--- src/rtl/dpw_pkg.sv ---
/*
 File: package for the parallel write port of a 40-channel 14-bit converter.
 Assumes: included first in compile order; all users write dpw_pkg::name.
*/
// Overview of operation
// - Parallel port works only while interface select low.
// - Device select is active low.
// - Write strobe rising edge captures channel address.
// - Same edge loads word into selected register.
// - Destination select picks register type of channel.
// - Each of 40 channels individually writable.
// - Fourteen-bit straight binary word, top line MSB.
// - After reset registers default, outputs stay zero.
// - Hardware reset reloads every register default.
// - Select zero, address 001100 writes control register.
// - Queue mode needs parallel port, sampled at reset.
package dpw_pkg;
   // ==========================================================
   // Sizes
   localparam int unsigned CHANNELS = 40;
   localparam int unsigned ADDR_W = 6;
   localparam int unsigned DATA_W = 14;
   localparam int unsigned SEL_W = 2;
   // ==========================================================
   // Destination codes and the control register address
   localparam logic [1:0] SEL_SPECIAL = 2'h0;
   localparam logic [1:0] SEL_GAIN = 2'h1;
   localparam logic [1:0] SEL_OFFSET = 2'h2;
   localparam logic [1:0] SEL_DATA = 2'h3;
   localparam logic [5:0] CTRL_ADDR = 6'h0c;
   // ==========================================================
   // Reset values
   localparam logic [13:0] DATA_RST = 14'h0000;
   localparam logic [13:0] GAIN_RST = 14'h3ffe;
   localparam logic [13:0] OFFSET_RST = 14'h2000;
   localparam logic [13:0] CTRL_RST = 14'h0000;
   // ==========================================================
   // Register bus offsets (byte addresses)
   localparam logic [9:0] OFS_STATUS = 10'h000;
   localparam logic [9:0] OFS_CTRL = 10'h004;
   localparam logic [9:0] OFS_WCOUNT = 10'h008;
   localparam logic [9:0] OFS_DATA_BASE = 10'h100;
   localparam logic [9:0] OFS_GAIN_BASE = 10'h200;
   localparam logic [9:0] OFS_OFFSET_BASE = 10'h300;
   // Status bit positions.
   localparam int unsigned ST_PAR_BIT = 0;
   localparam int unsigned ST_QUEUE_BIT = 1;
   localparam int unsigned ST_WRITTEN_BIT = 2;
   localparam int unsigned ST_ERR_BIT = 3;

   // One captured parallel transfer.
   typedef struct packed {
      logic [1:0] sel;
      logic [5:0] addr;
      logic [13:0] word;
   } dpw_xfer_s;
endpackage

--- src/rtl/dpw_pin_capture.sv ---
/*
 File: pin synchroniser and strobe edge detector of the parallel port.
 Assumes: pins are asynchronous to ref_clk_in; strobe high and low last
 at least three clock periods each so that every edge is seen.
*/
`timescale 1ns/1ns
module dpw_pin_capture (
   input wire logic clk_in,
   input wire logic rstn_in,
   input wire logic device_select_n_in,
   input wire logic write_strobe_n_in,
   input wire logic interface_select_pin_in,
   input wire dpw_pkg::dpw_xfer_s xfer_in,
   output logic write_pulse_out,
   output dpw_pkg::dpw_xfer_s xfer_out
);
   // ==========================================================
   // Two-stage synchronisers
   logic [2:0] meta_ff;
   logic [2:0] sync_ff;
   dpw_pkg::dpw_xfer_s xmeta_ff;
   dpw_pkg::dpw_xfer_s xsync_ff;
   logic strobe_old_ff;
   wire strobe_rise = sync_ff[1] & ~strobe_old_ff;
   wire cs_low = ~sync_ff[0];
   wire par_mode = ~sync_ff[2];

   // All pins pass two flops before any logic reads them.
   always_ff @(posedge clk_in or negedge rstn_in) begin
      if (!rstn_in) begin
         meta_ff <= 3'h7;
         sync_ff <= 3'h7;
         xmeta_ff <= '0;
         xsync_ff <= '0;
         strobe_old_ff <= 1'b1;
      end else begin
         meta_ff <= {interface_select_pin_in, write_strobe_n_in, device_select_n_in};
         sync_ff <= meta_ff;
         xmeta_ff <= xfer_in;
         xsync_ff <= xmeta_ff;
         strobe_old_ff <= sync_ff[1];
      end
   end

   // Rising strobe edge qualified by select and parallel mode.
   assign write_pulse_out = strobe_rise & cs_low & par_mode;
   assign xfer_out = xsync_ff;
endmodule

--- src/rtl/dpw_top.sv ---
/*
 File: parallel write port with channel register file and Avalon-MM view.
 Assumes: the host holds address, select and data steady around the strobe
 rising edge for at least three clock periods; one clock, ref_clk_in.
*/
// Register access over Avalon-MM and the register offsets were left to the implementer.
`timescale 1ns/1ns
module dpw_top (
   input wire logic ref_clk_in,
   input wire logic rstn_in,
   input wire logic interface_select_pin_in,
   input wire logic device_select_n_in,
   input wire logic write_strobe_n_in,
   input wire logic dest_reg_sel_lo_in,
   input wire logic dest_reg_sel_hi_in,
   input wire logic [5:0] channel_addr_in,
   input wire logic [13:0] parallel_word_in,
   input wire logic queue_enable_in,
   input wire logic [9:0] avs_address_in,
   input wire logic avs_read_in,
   input wire logic avs_write_in,
   input wire logic [31:0] avs_writedata_in,
   input wire logic [3:0] avs_byteenable_in,
   output logic [31:0] avs_readdata_out,
   output logic avs_waitrequest_out,
   output logic [1:0] avs_response_out,
   output logic outputs_live_out,
   output logic [13:0] ctrl_word_out,
   output logic queue_mode_out
);
   // ==========================================================
   // Reset release
   logic [1:0] rst_sync_ff;
   wire rst_n = rst_sync_ff[1];

   // Reset asserts at once and releases through two flops.
   // Every other flop of the block, except the strap synchroniser, is reset by this released copy.
   always_ff @(posedge ref_clk_in or negedge rstn_in) begin
      if (!rstn_in) begin
         rst_sync_ff <= 2'h0;
      end else begin
         rst_sync_ff <= {rst_sync_ff[0], 1'b1};
      end
   end

   // ==========================================================
   // Pin capture
   logic wr_pulse;
   dpw_pkg::dpw_xfer_s xfer;
   dpw_pkg::dpw_xfer_s pins;
   assign pins.sel = {dest_reg_sel_hi_in, dest_reg_sel_lo_in};
   assign pins.addr = channel_addr_in;
   assign pins.word = parallel_word_in;

   dpw_pin_capture i_dpw_pin_capture (
      .clk_in(ref_clk_in),
      .rstn_in(rst_n),
      .device_select_n_in(device_select_n_in),
      .write_strobe_n_in(write_strobe_n_in),
      .interface_select_pin_in(interface_select_pin_in),
      .xfer_in(pins),
      .write_pulse_out(wr_pulse),
      .xfer_out(xfer)
   );

   // ==========================================================
   // Write decode
   // A write past channel 39, or with select zero away from the control address, writes no register but flags an error and is counted.
   wire addr_ok = xfer.addr < 6'(dpw_pkg::CHANNELS);
   wire is_ctrl = (xfer.sel == dpw_pkg::SEL_SPECIAL) && (xfer.addr == dpw_pkg::CTRL_ADDR);
   wire wr_ctrl = wr_pulse & is_ctrl;
   wire wr_chan = wr_pulse & addr_ok & (xfer.sel != dpw_pkg::SEL_SPECIAL);
   wire wr_bad = wr_pulse & ~is_ctrl & ~(addr_ok & (xfer.sel != dpw_pkg::SEL_SPECIAL));
   wire [5:0] ch = xfer.addr;

   // Channel register arrays, three types per channel.
   logic [13:0] data_mem [0:dpw_pkg::CHANNELS-1];
   logic [13:0] gain_mem [0:dpw_pkg::CHANNELS-1];
   logic [13:0] ofs_mem [0:dpw_pkg::CHANNELS-1];
   logic [13:0] ctrl_ff;
   logic live_ff;
   logic written_ff;
   logic err_ff;
   logic queue_ff;
   logic par_ff;
   logic strap_done_ff;
   logic [15:0] wcount_ff;
   logic bus_clr_err;

   // Every register reloads its default on reset.
   always_ff @(posedge ref_clk_in or negedge rst_n) begin
      if (!rst_n) begin
         for (int i = 0; i < dpw_pkg::CHANNELS; i++) begin
            data_mem[i] <= dpw_pkg::DATA_RST;
            gain_mem[i] <= dpw_pkg::GAIN_RST;
            ofs_mem[i] <= dpw_pkg::OFFSET_RST;
         end
      end else if (wr_chan) begin
         case (xfer.sel)
            dpw_pkg::SEL_DATA: data_mem[ch] <= xfer.word;
            dpw_pkg::SEL_OFFSET: ofs_mem[ch] <= xfer.word;
            dpw_pkg::SEL_GAIN: gain_mem[ch] <= xfer.word;
            default: data_mem[ch] <= data_mem[ch];
         endcase
      end
   end

   // Control state, write counter, written and error flags and outputs-live flag.
   always_ff @(posedge ref_clk_in or negedge rst_n) begin
      if (!rst_n) begin
         ctrl_ff <= dpw_pkg::CTRL_RST;
         live_ff <= 1'b0;
         written_ff <= 1'b0;
         err_ff <= 1'b0;
         wcount_ff <= 16'h0000;
      end else begin
         if (wr_ctrl) begin
            ctrl_ff <= xfer.word;
         end
         if (wr_chan && xfer.sel == dpw_pkg::SEL_DATA) begin
            live_ff <= 1'b1;
         end
         if (wr_pulse) begin
            written_ff <= 1'b1;
            wcount_ff <= wcount_ff + 16'h0001;
         end
         if (wr_bad) begin
            err_ff <= 1'b1;
         end else if (bus_clr_err) begin
            err_ff <= 1'b0;
         end
      end
   end

   // ==========================================================
   // Strap synchroniser
   logic [1:0] strap_meta_ff;
   logic [1:0] strap_sync_ff;

   // The strap pins are asynchronous, so they pass two flops before the capture.
   // No reset here: the flops fill during the two-edge reset release.
   always_ff @(posedge ref_clk_in) begin
      strap_meta_ff <= {queue_enable_in, interface_select_pin_in};
      strap_sync_ff <= strap_meta_ff;
   end

   // Queue enable and mode strap caught once after reset release.
   // Only a further reset can change the queue mode afterwards.
   always_ff @(posedge ref_clk_in or negedge rst_n) begin
      if (!rst_n) begin
         strap_done_ff <= 1'b0;
         queue_ff <= 1'b0;
         par_ff <= 1'b0;
      end else if (!strap_done_ff) begin
         strap_done_ff <= 1'b1;
         par_ff <= ~strap_sync_ff[0];
         queue_ff <= strap_sync_ff[1] & ~strap_sync_ff[0];
      end
   end

   // ==========================================================
   // Avalon-MM slave: one wait cycle, then read data registered
   logic ack_ff;
   logic [31:0] rdata_ff;
   logic [1:0] resp_ff;
   wire req = avs_read_in | avs_write_in;
   wire [9:0] a = avs_address_in;
   wire [5:0] idx = a[7:2];
   wire idx_ok = idx < 6'(dpw_pkg::CHANNELS);
   wire in_data = (a[9:8] == dpw_pkg::OFS_DATA_BASE[9:8]) && idx_ok;
   wire in_gain = (a[9:8] == dpw_pkg::OFS_GAIN_BASE[9:8]) && idx_ok;
   wire in_ofs = (a[9:8] == dpw_pkg::OFS_OFFSET_BASE[9:8]) && idx_ok;
   assign bus_clr_err = ack_ff & avs_write_in & (a == dpw_pkg::OFS_STATUS)
                        & avs_byteenable_in[0] & avs_writedata_in[dpw_pkg::ST_ERR_BIT];
   wire [31:0] status_word = {28'h0000000, err_ff, written_ff, queue_ff, par_ff};
   logic [31:0] nxt_rdata;
   logic nxt_hit;

   // Read mux over status, control, counter and channel arrays.
   always_comb begin
      nxt_hit = 1'b1;
      nxt_rdata = 32'h00000000;
      if (a == dpw_pkg::OFS_STATUS) begin
         nxt_rdata = status_word;
      end else if (a == dpw_pkg::OFS_CTRL) begin
         nxt_rdata = {18'h00000, ctrl_ff};
      end else if (a == dpw_pkg::OFS_WCOUNT) begin
         nxt_rdata = {16'h0000, wcount_ff};
      end else if (in_data) begin
         nxt_rdata = {18'h00000, data_mem[idx]};
      end else if (in_gain) begin
         nxt_rdata = {18'h00000, gain_mem[idx]};
      end else if (in_ofs) begin
         nxt_rdata = {18'h00000, ofs_mem[idx]};
      end else begin
         nxt_hit = 1'b0;
      end
   end

   // Request is held until the acknowledging cycle.
   always_ff @(posedge ref_clk_in or negedge rst_n) begin
      if (!rst_n) begin
         ack_ff <= 1'b0;
         rdata_ff <= 32'h00000000;
         resp_ff <= 2'h0;
      end else begin
         ack_ff <= req & ~ack_ff;
         if (req & ~ack_ff) begin
            rdata_ff <= avs_read_in ? nxt_rdata : 32'h00000000;
            resp_ff <= (nxt_hit & ~(avs_write_in & a != dpw_pkg::OFS_STATUS)) ? 2'h0 : 2'h2;
         end
      end
   end

   // Waitrequest is combinational; every other output comes from a register.
   assign avs_waitrequest_out = req & ~ack_ff;
   assign avs_readdata_out = rdata_ff;
   assign avs_response_out = resp_ff;
   assign outputs_live_out = live_ff;
   assign ctrl_word_out = ctrl_ff;
   assign queue_mode_out = queue_ff;
endmodule
--- config.mk ---
export PLATFORM = sky130hd
export DESIGN_NAME = dpw_top
export DESIGN_NICKNAME = d
export VERILOG_FILES = /design/src/rtl/dpw_pkg.sv /design/src/rtl/dpw_pin_capture.sv /design/src/rtl/dpw_top.sv
export SDC_FILE = /design/constraint.sdc
export NUM_CORES = 2
export LEC_CHECK = 0
export BUFFER_PORTS_ARGS = -buffer_cell sky130_fd_sc_hd__buf_2
export CORE_MARGIN = 10
export CORE_UTILIZATION = 44
export CTS_CLUSTER_DIAMETER = 120
export DETAILED_ROUTE_END_ITERATION = 7
export GPL_ROUTABILITY_DRIVEN = 1
export HOLD_SLACK_MARGIN = 0.15
export PLACE_DENSITY_LB_ADDON = 0.12
export RECOVER_POWER = 100
export SETUP_SLACK_MARGIN = 0.3
export SYNTH_ARGS = -nofsm -noshare
export SYNTH_HDL_FRONTEND = slang
export SYNTH_SLANG_ARGS = --single-unit
--- constraint.sdc ---
create_clock -name ref_clk_in -period 58.5 [get_ports ref_clk_in]
set_input_delay 0 -clock ref_clk_in [delete_from_list [all_inputs] [get_ports ref_clk_in]]
set_output_delay 0 -clock ref_clk_in [all_outputs]
set_load 0.005 [all_outputs]
==> key figures <==
STA
  – Slew HR: -5.38
  – Max Transition Viols Final: about 2,600
  – # setup viols final: 0
  – Clk_skew: about 74 ps
  – Setup TNS: 0 ps
  – RSZ-0062 raised after global routing: no
  – Tmin final: between 15,000 and 20,000 ps
  – Final hold slack: around 210 ps
  – Final Hold Fails: 0
  – Final period util: 0.319
  – Worst slew pin tran: about 9600 ps
  – Worst setup margin: around 40,000 ps
  – Fmax: roughly 54 MHz

Yosys
  – Unique masters post-synth: 80
  – Cells after Synth: a little under 6,000
  – Post-synth top flop: dfrtp_1
  – Post-synth ARST share: 0.998
  – Post-synthesis sequential area ratio: 0.528
  – Synthesized area per cell: 14.5 sq um
  – Syn Std Cell Area: roughly 86,000 sq um
  – Post-synth EDFFs: 0
  – Yosys warns: 0
  – Synthesis-stage register bit count: 1,791

Layout
  – FF+latch area: ~46,000 sq um
  – Final core utilization: 0.491
  – Commonest non-fill, non-tap cell in the layout: mux2_2
  – Area Growth Syn to Fin: 11.0%
  – Cell area after layout: ~96,000 sq um
  – Multi-input gate area: around 38,000 sq um
  – Fin nets: approximately 6,000
  – Commonest cells after routing, fill and taps aside: mux2_2 (1,574), dfrtp_1 (1,204), dfstp_2 (566)
  – Fill cells: between 15,000 and 20,000
  – Share of post-route cells with drive strength above 1: 0.515

Critical path
  – Startpoint type of the worst setup path: flip-flop
  – Cell repeated most along the worst path: clkbuf_1
  – Max incr delay on CP: approximately 5500 ps
  – Crit path cell chain: clkbuf_1, clkbuf_1, clkbuf_1, clkbuf_1, clkbuf_1
  – Setup CP Type: flip-flop to async pin
  – Worst path slowest cell: clkbuf_1
  – Data arrival, critical path: ~19,000 ps
  – CP Max Fanout: 143
  – Bufs and invs on worst path: 5
  – R2R cell count: 5
  – Worst setup EP type: async pin
  – Register-to-register setup slack: roughly 40,000 ps
  – CP required: between 50,000 and 60,000 ps
  – Worst r2r src: rst_sync_ff[1]
  – RR Endpoint: ofs_mem[541]
  – Top Family by Delay on Critical Path: buffers and inverters

CTS
  – Total CTS buffers: ~200
  – Worst-Skew Late Latency: between 800 and 900 ps
  – TritonCTS clock tree: done
  – CTS Buffer Depth: 3
  – Root Buffer Master: clkbuf_16
  – Setup bufs post-CTS: 0
  – Clock transition at path regs: 60 ps
  – H-tree depth: 4
  – TritonCTS Sinks: about 1,800

GRT
  – Initial antenna violation count: 25
  – Grt ovf: 0
  – Largest net degree at the start of global routing: 183
  – Number of global-route vias before repair: around 55,000
  – First-pass GRT wire length: around 420,000 um
  – GRT Total Usage: 0.267

Drt
  – Via count: about 54,000
  – Average wire per cell in the routed design: about 33 um
  – DRT Pass-1 Iters: 8
  – # DRC: 0
  – Vias/cell: between 6 and 7
  – Initial drt markers: approximately 5,500
  – Routed WL: 290,000 um
  – DRT antenna net count: 0

Hold path
  – WHS Path Cells: 4
  – Worst hold-check path type: input port to flip-flop
  – Hold Path Sink: avs_readdata_out[5]
  – Hold Crit Start: avs_address_in[4]

Pwr
  – Maximum VDD drop: 0.0334 mV
  – Reg power frac: 0.473
  – Clock power share: 0.468
  – Logic pwr share: 0.059
  – Power Density: 28.0 nW/um^2
  – Sw frac: 0.246
  – Internal: about 2 mW
  – Psw: about 660 uW
  – Leak: between 40 and 50 nW

Place
  – Pre-CTS WS: about 53,000 ps
  – Cell Area, Placed: 89,000 sq um
  – # port buffers: 75
  – HPWL Detailed: ~180,000 um
  – RePlAce Congestion: 0.975

Floorplan
  – Core area: just under 200,000 sq um
  – Initial Utilization: 0.442
  – Row Count: approximately 160
  – Die ar.: around 210,000 sq um
  – DIE HEIGHT: ~460 um
  – Die W: 463 um
  – # IOs: 127

Status
  – Violated checks: capacitance limit, slew limit
  – Status: complete, but fails checks

Flow run
  – # Max-Cap Violations: 54
[repair_timing]
item / 4_1_cts / 5_1_grt
hold buffers: 73 / 0
hold endpoints to repair: 48 / 0
gates resized for setup: 0 / 0
[tightest hold or removal path: stages]
cell	delay, ps
buf_4	290
nand4_1	250
a31oi_1	190
o31ai_1	240
[Yosys cell counts (all sizes together) (15+ instances only)]
master | count | area (sq um)
a221oi | 74 | 648
nor3 | 16 | 85.1
nor2b | 18 | 113
mux4 | 489 | 11000
nand2 | 384 | 1490
a221o | 15 | 150
mux2 | 1575 | 17700
dfstp | 567 | 14900
o21ai | 213 | 1070
and2 | 15 | 93.8
nor2 | 99 | 372
a21oi | 75 | 375
nand3 | 45 | 325
mux2i | 161 | 1610
a31oi | 27 | 169
nand2b | 18 | 113
dfrtp | 1220 | 30500
buf | 281 | 1660
o22ai | 61 | 382
clkbuf | 292 | 1100
a22oi | 55 | 413
a211oi | 15 | 113
[power by group through the flow]
stage,clock network [mW],logic (mW),registers (mW)
detailed placement,0,0.156,1.29
finish,1.26,0.158,1.27
global route,1.33,0.167,1.27
global placement,0,0.155,1.29
CTS,1.28,0.160,1.27
floorplan,0,0.0815,1.29
[worst max path at each step]
stage / slack (ps) / cells past startpoint / to / startpoint
5_1_grt: 36210 / 5 / ofs_mem[541] / rst_sync_ff[1]
4_1_cts: 53370 / 5 / ofs_mem[541] / rst_sync_ff[1]
2_1_floorplan: 5990 / 0 / ack_ff / rst_sync_ff[1]
3_5_place_dp: 53220 / 10 / avs_readdata_out[13] / avs_address_in[2]
6_report: 39840 / 5 / ofs_mem[541] / rst_sync_ff[1]
3_3_place_gp: 53210 / 10 / avs_readdata_out[13] / avs_address_in[2]
[layout make-up]
class	count	share of cell area
well taps	2624	0.0343
clock inverters	52	0.00569
flip-flops and latches	1791	0.476
inverters	15	0.000693
multi-input cells	3562	0.397
repair buffers	343	0.0230
diodes	9	0.000235
clock buffers	321	0.0631
[routing by layer]
metal | global-route usage | wire [um] | share of wire
met1 | 0.370 | 123000 | 0.42
met2 | 0.402 | 129000 | 0.45
met3 | 0.0571 | 22500 | 0.078
met4 | 0.122 | 15400 | 0.053
met5 | 0 | 66 | 0.00023
[kinds of logic (layout without fill, tap and decap cells)]
group,count (synthesis),after routing,share of synthesized area
muxes,2225,2225,0.352
AOI/OAI and AO/OA,641,641,0.0492
and+or+nand+nor,657,657,0.0354
adders and majority gates,5,5,0.000726
xor gates and xnor gates,15,15,0.00152
other,2,28,0.0000872
DFF,1791,1791,0.528
buffers and inverters,588,731,0.0327
[per-stage QoR]
stage | total power [mW] | std cells
after CTS | 2.71 | 8708
after global placement | 1.44 | 8262
after floorplan | 1.38 | 5941
after global routing | 2.77 | 8709
after detailed placement | 1.44 | 8262
final | 2.68 | 8717
[registers in the layout, indices dropped and copies added, names as in the netlist, 3 cells and up]
signal,cells
avs_readdata_out,16
ctrl_word_out,14
data_mem,560
gain_mem,560
i_dpw_pin_capture.meta_ff,3
i_dpw_pin_capture.sync_ff,3
i_dpw_pin_capture.xfer_out,22
i_dpw_pin_capture.xmeta_ff,22
ofs_mem,560
wcount_ff,16
Power figures use the tool's default switching activity.
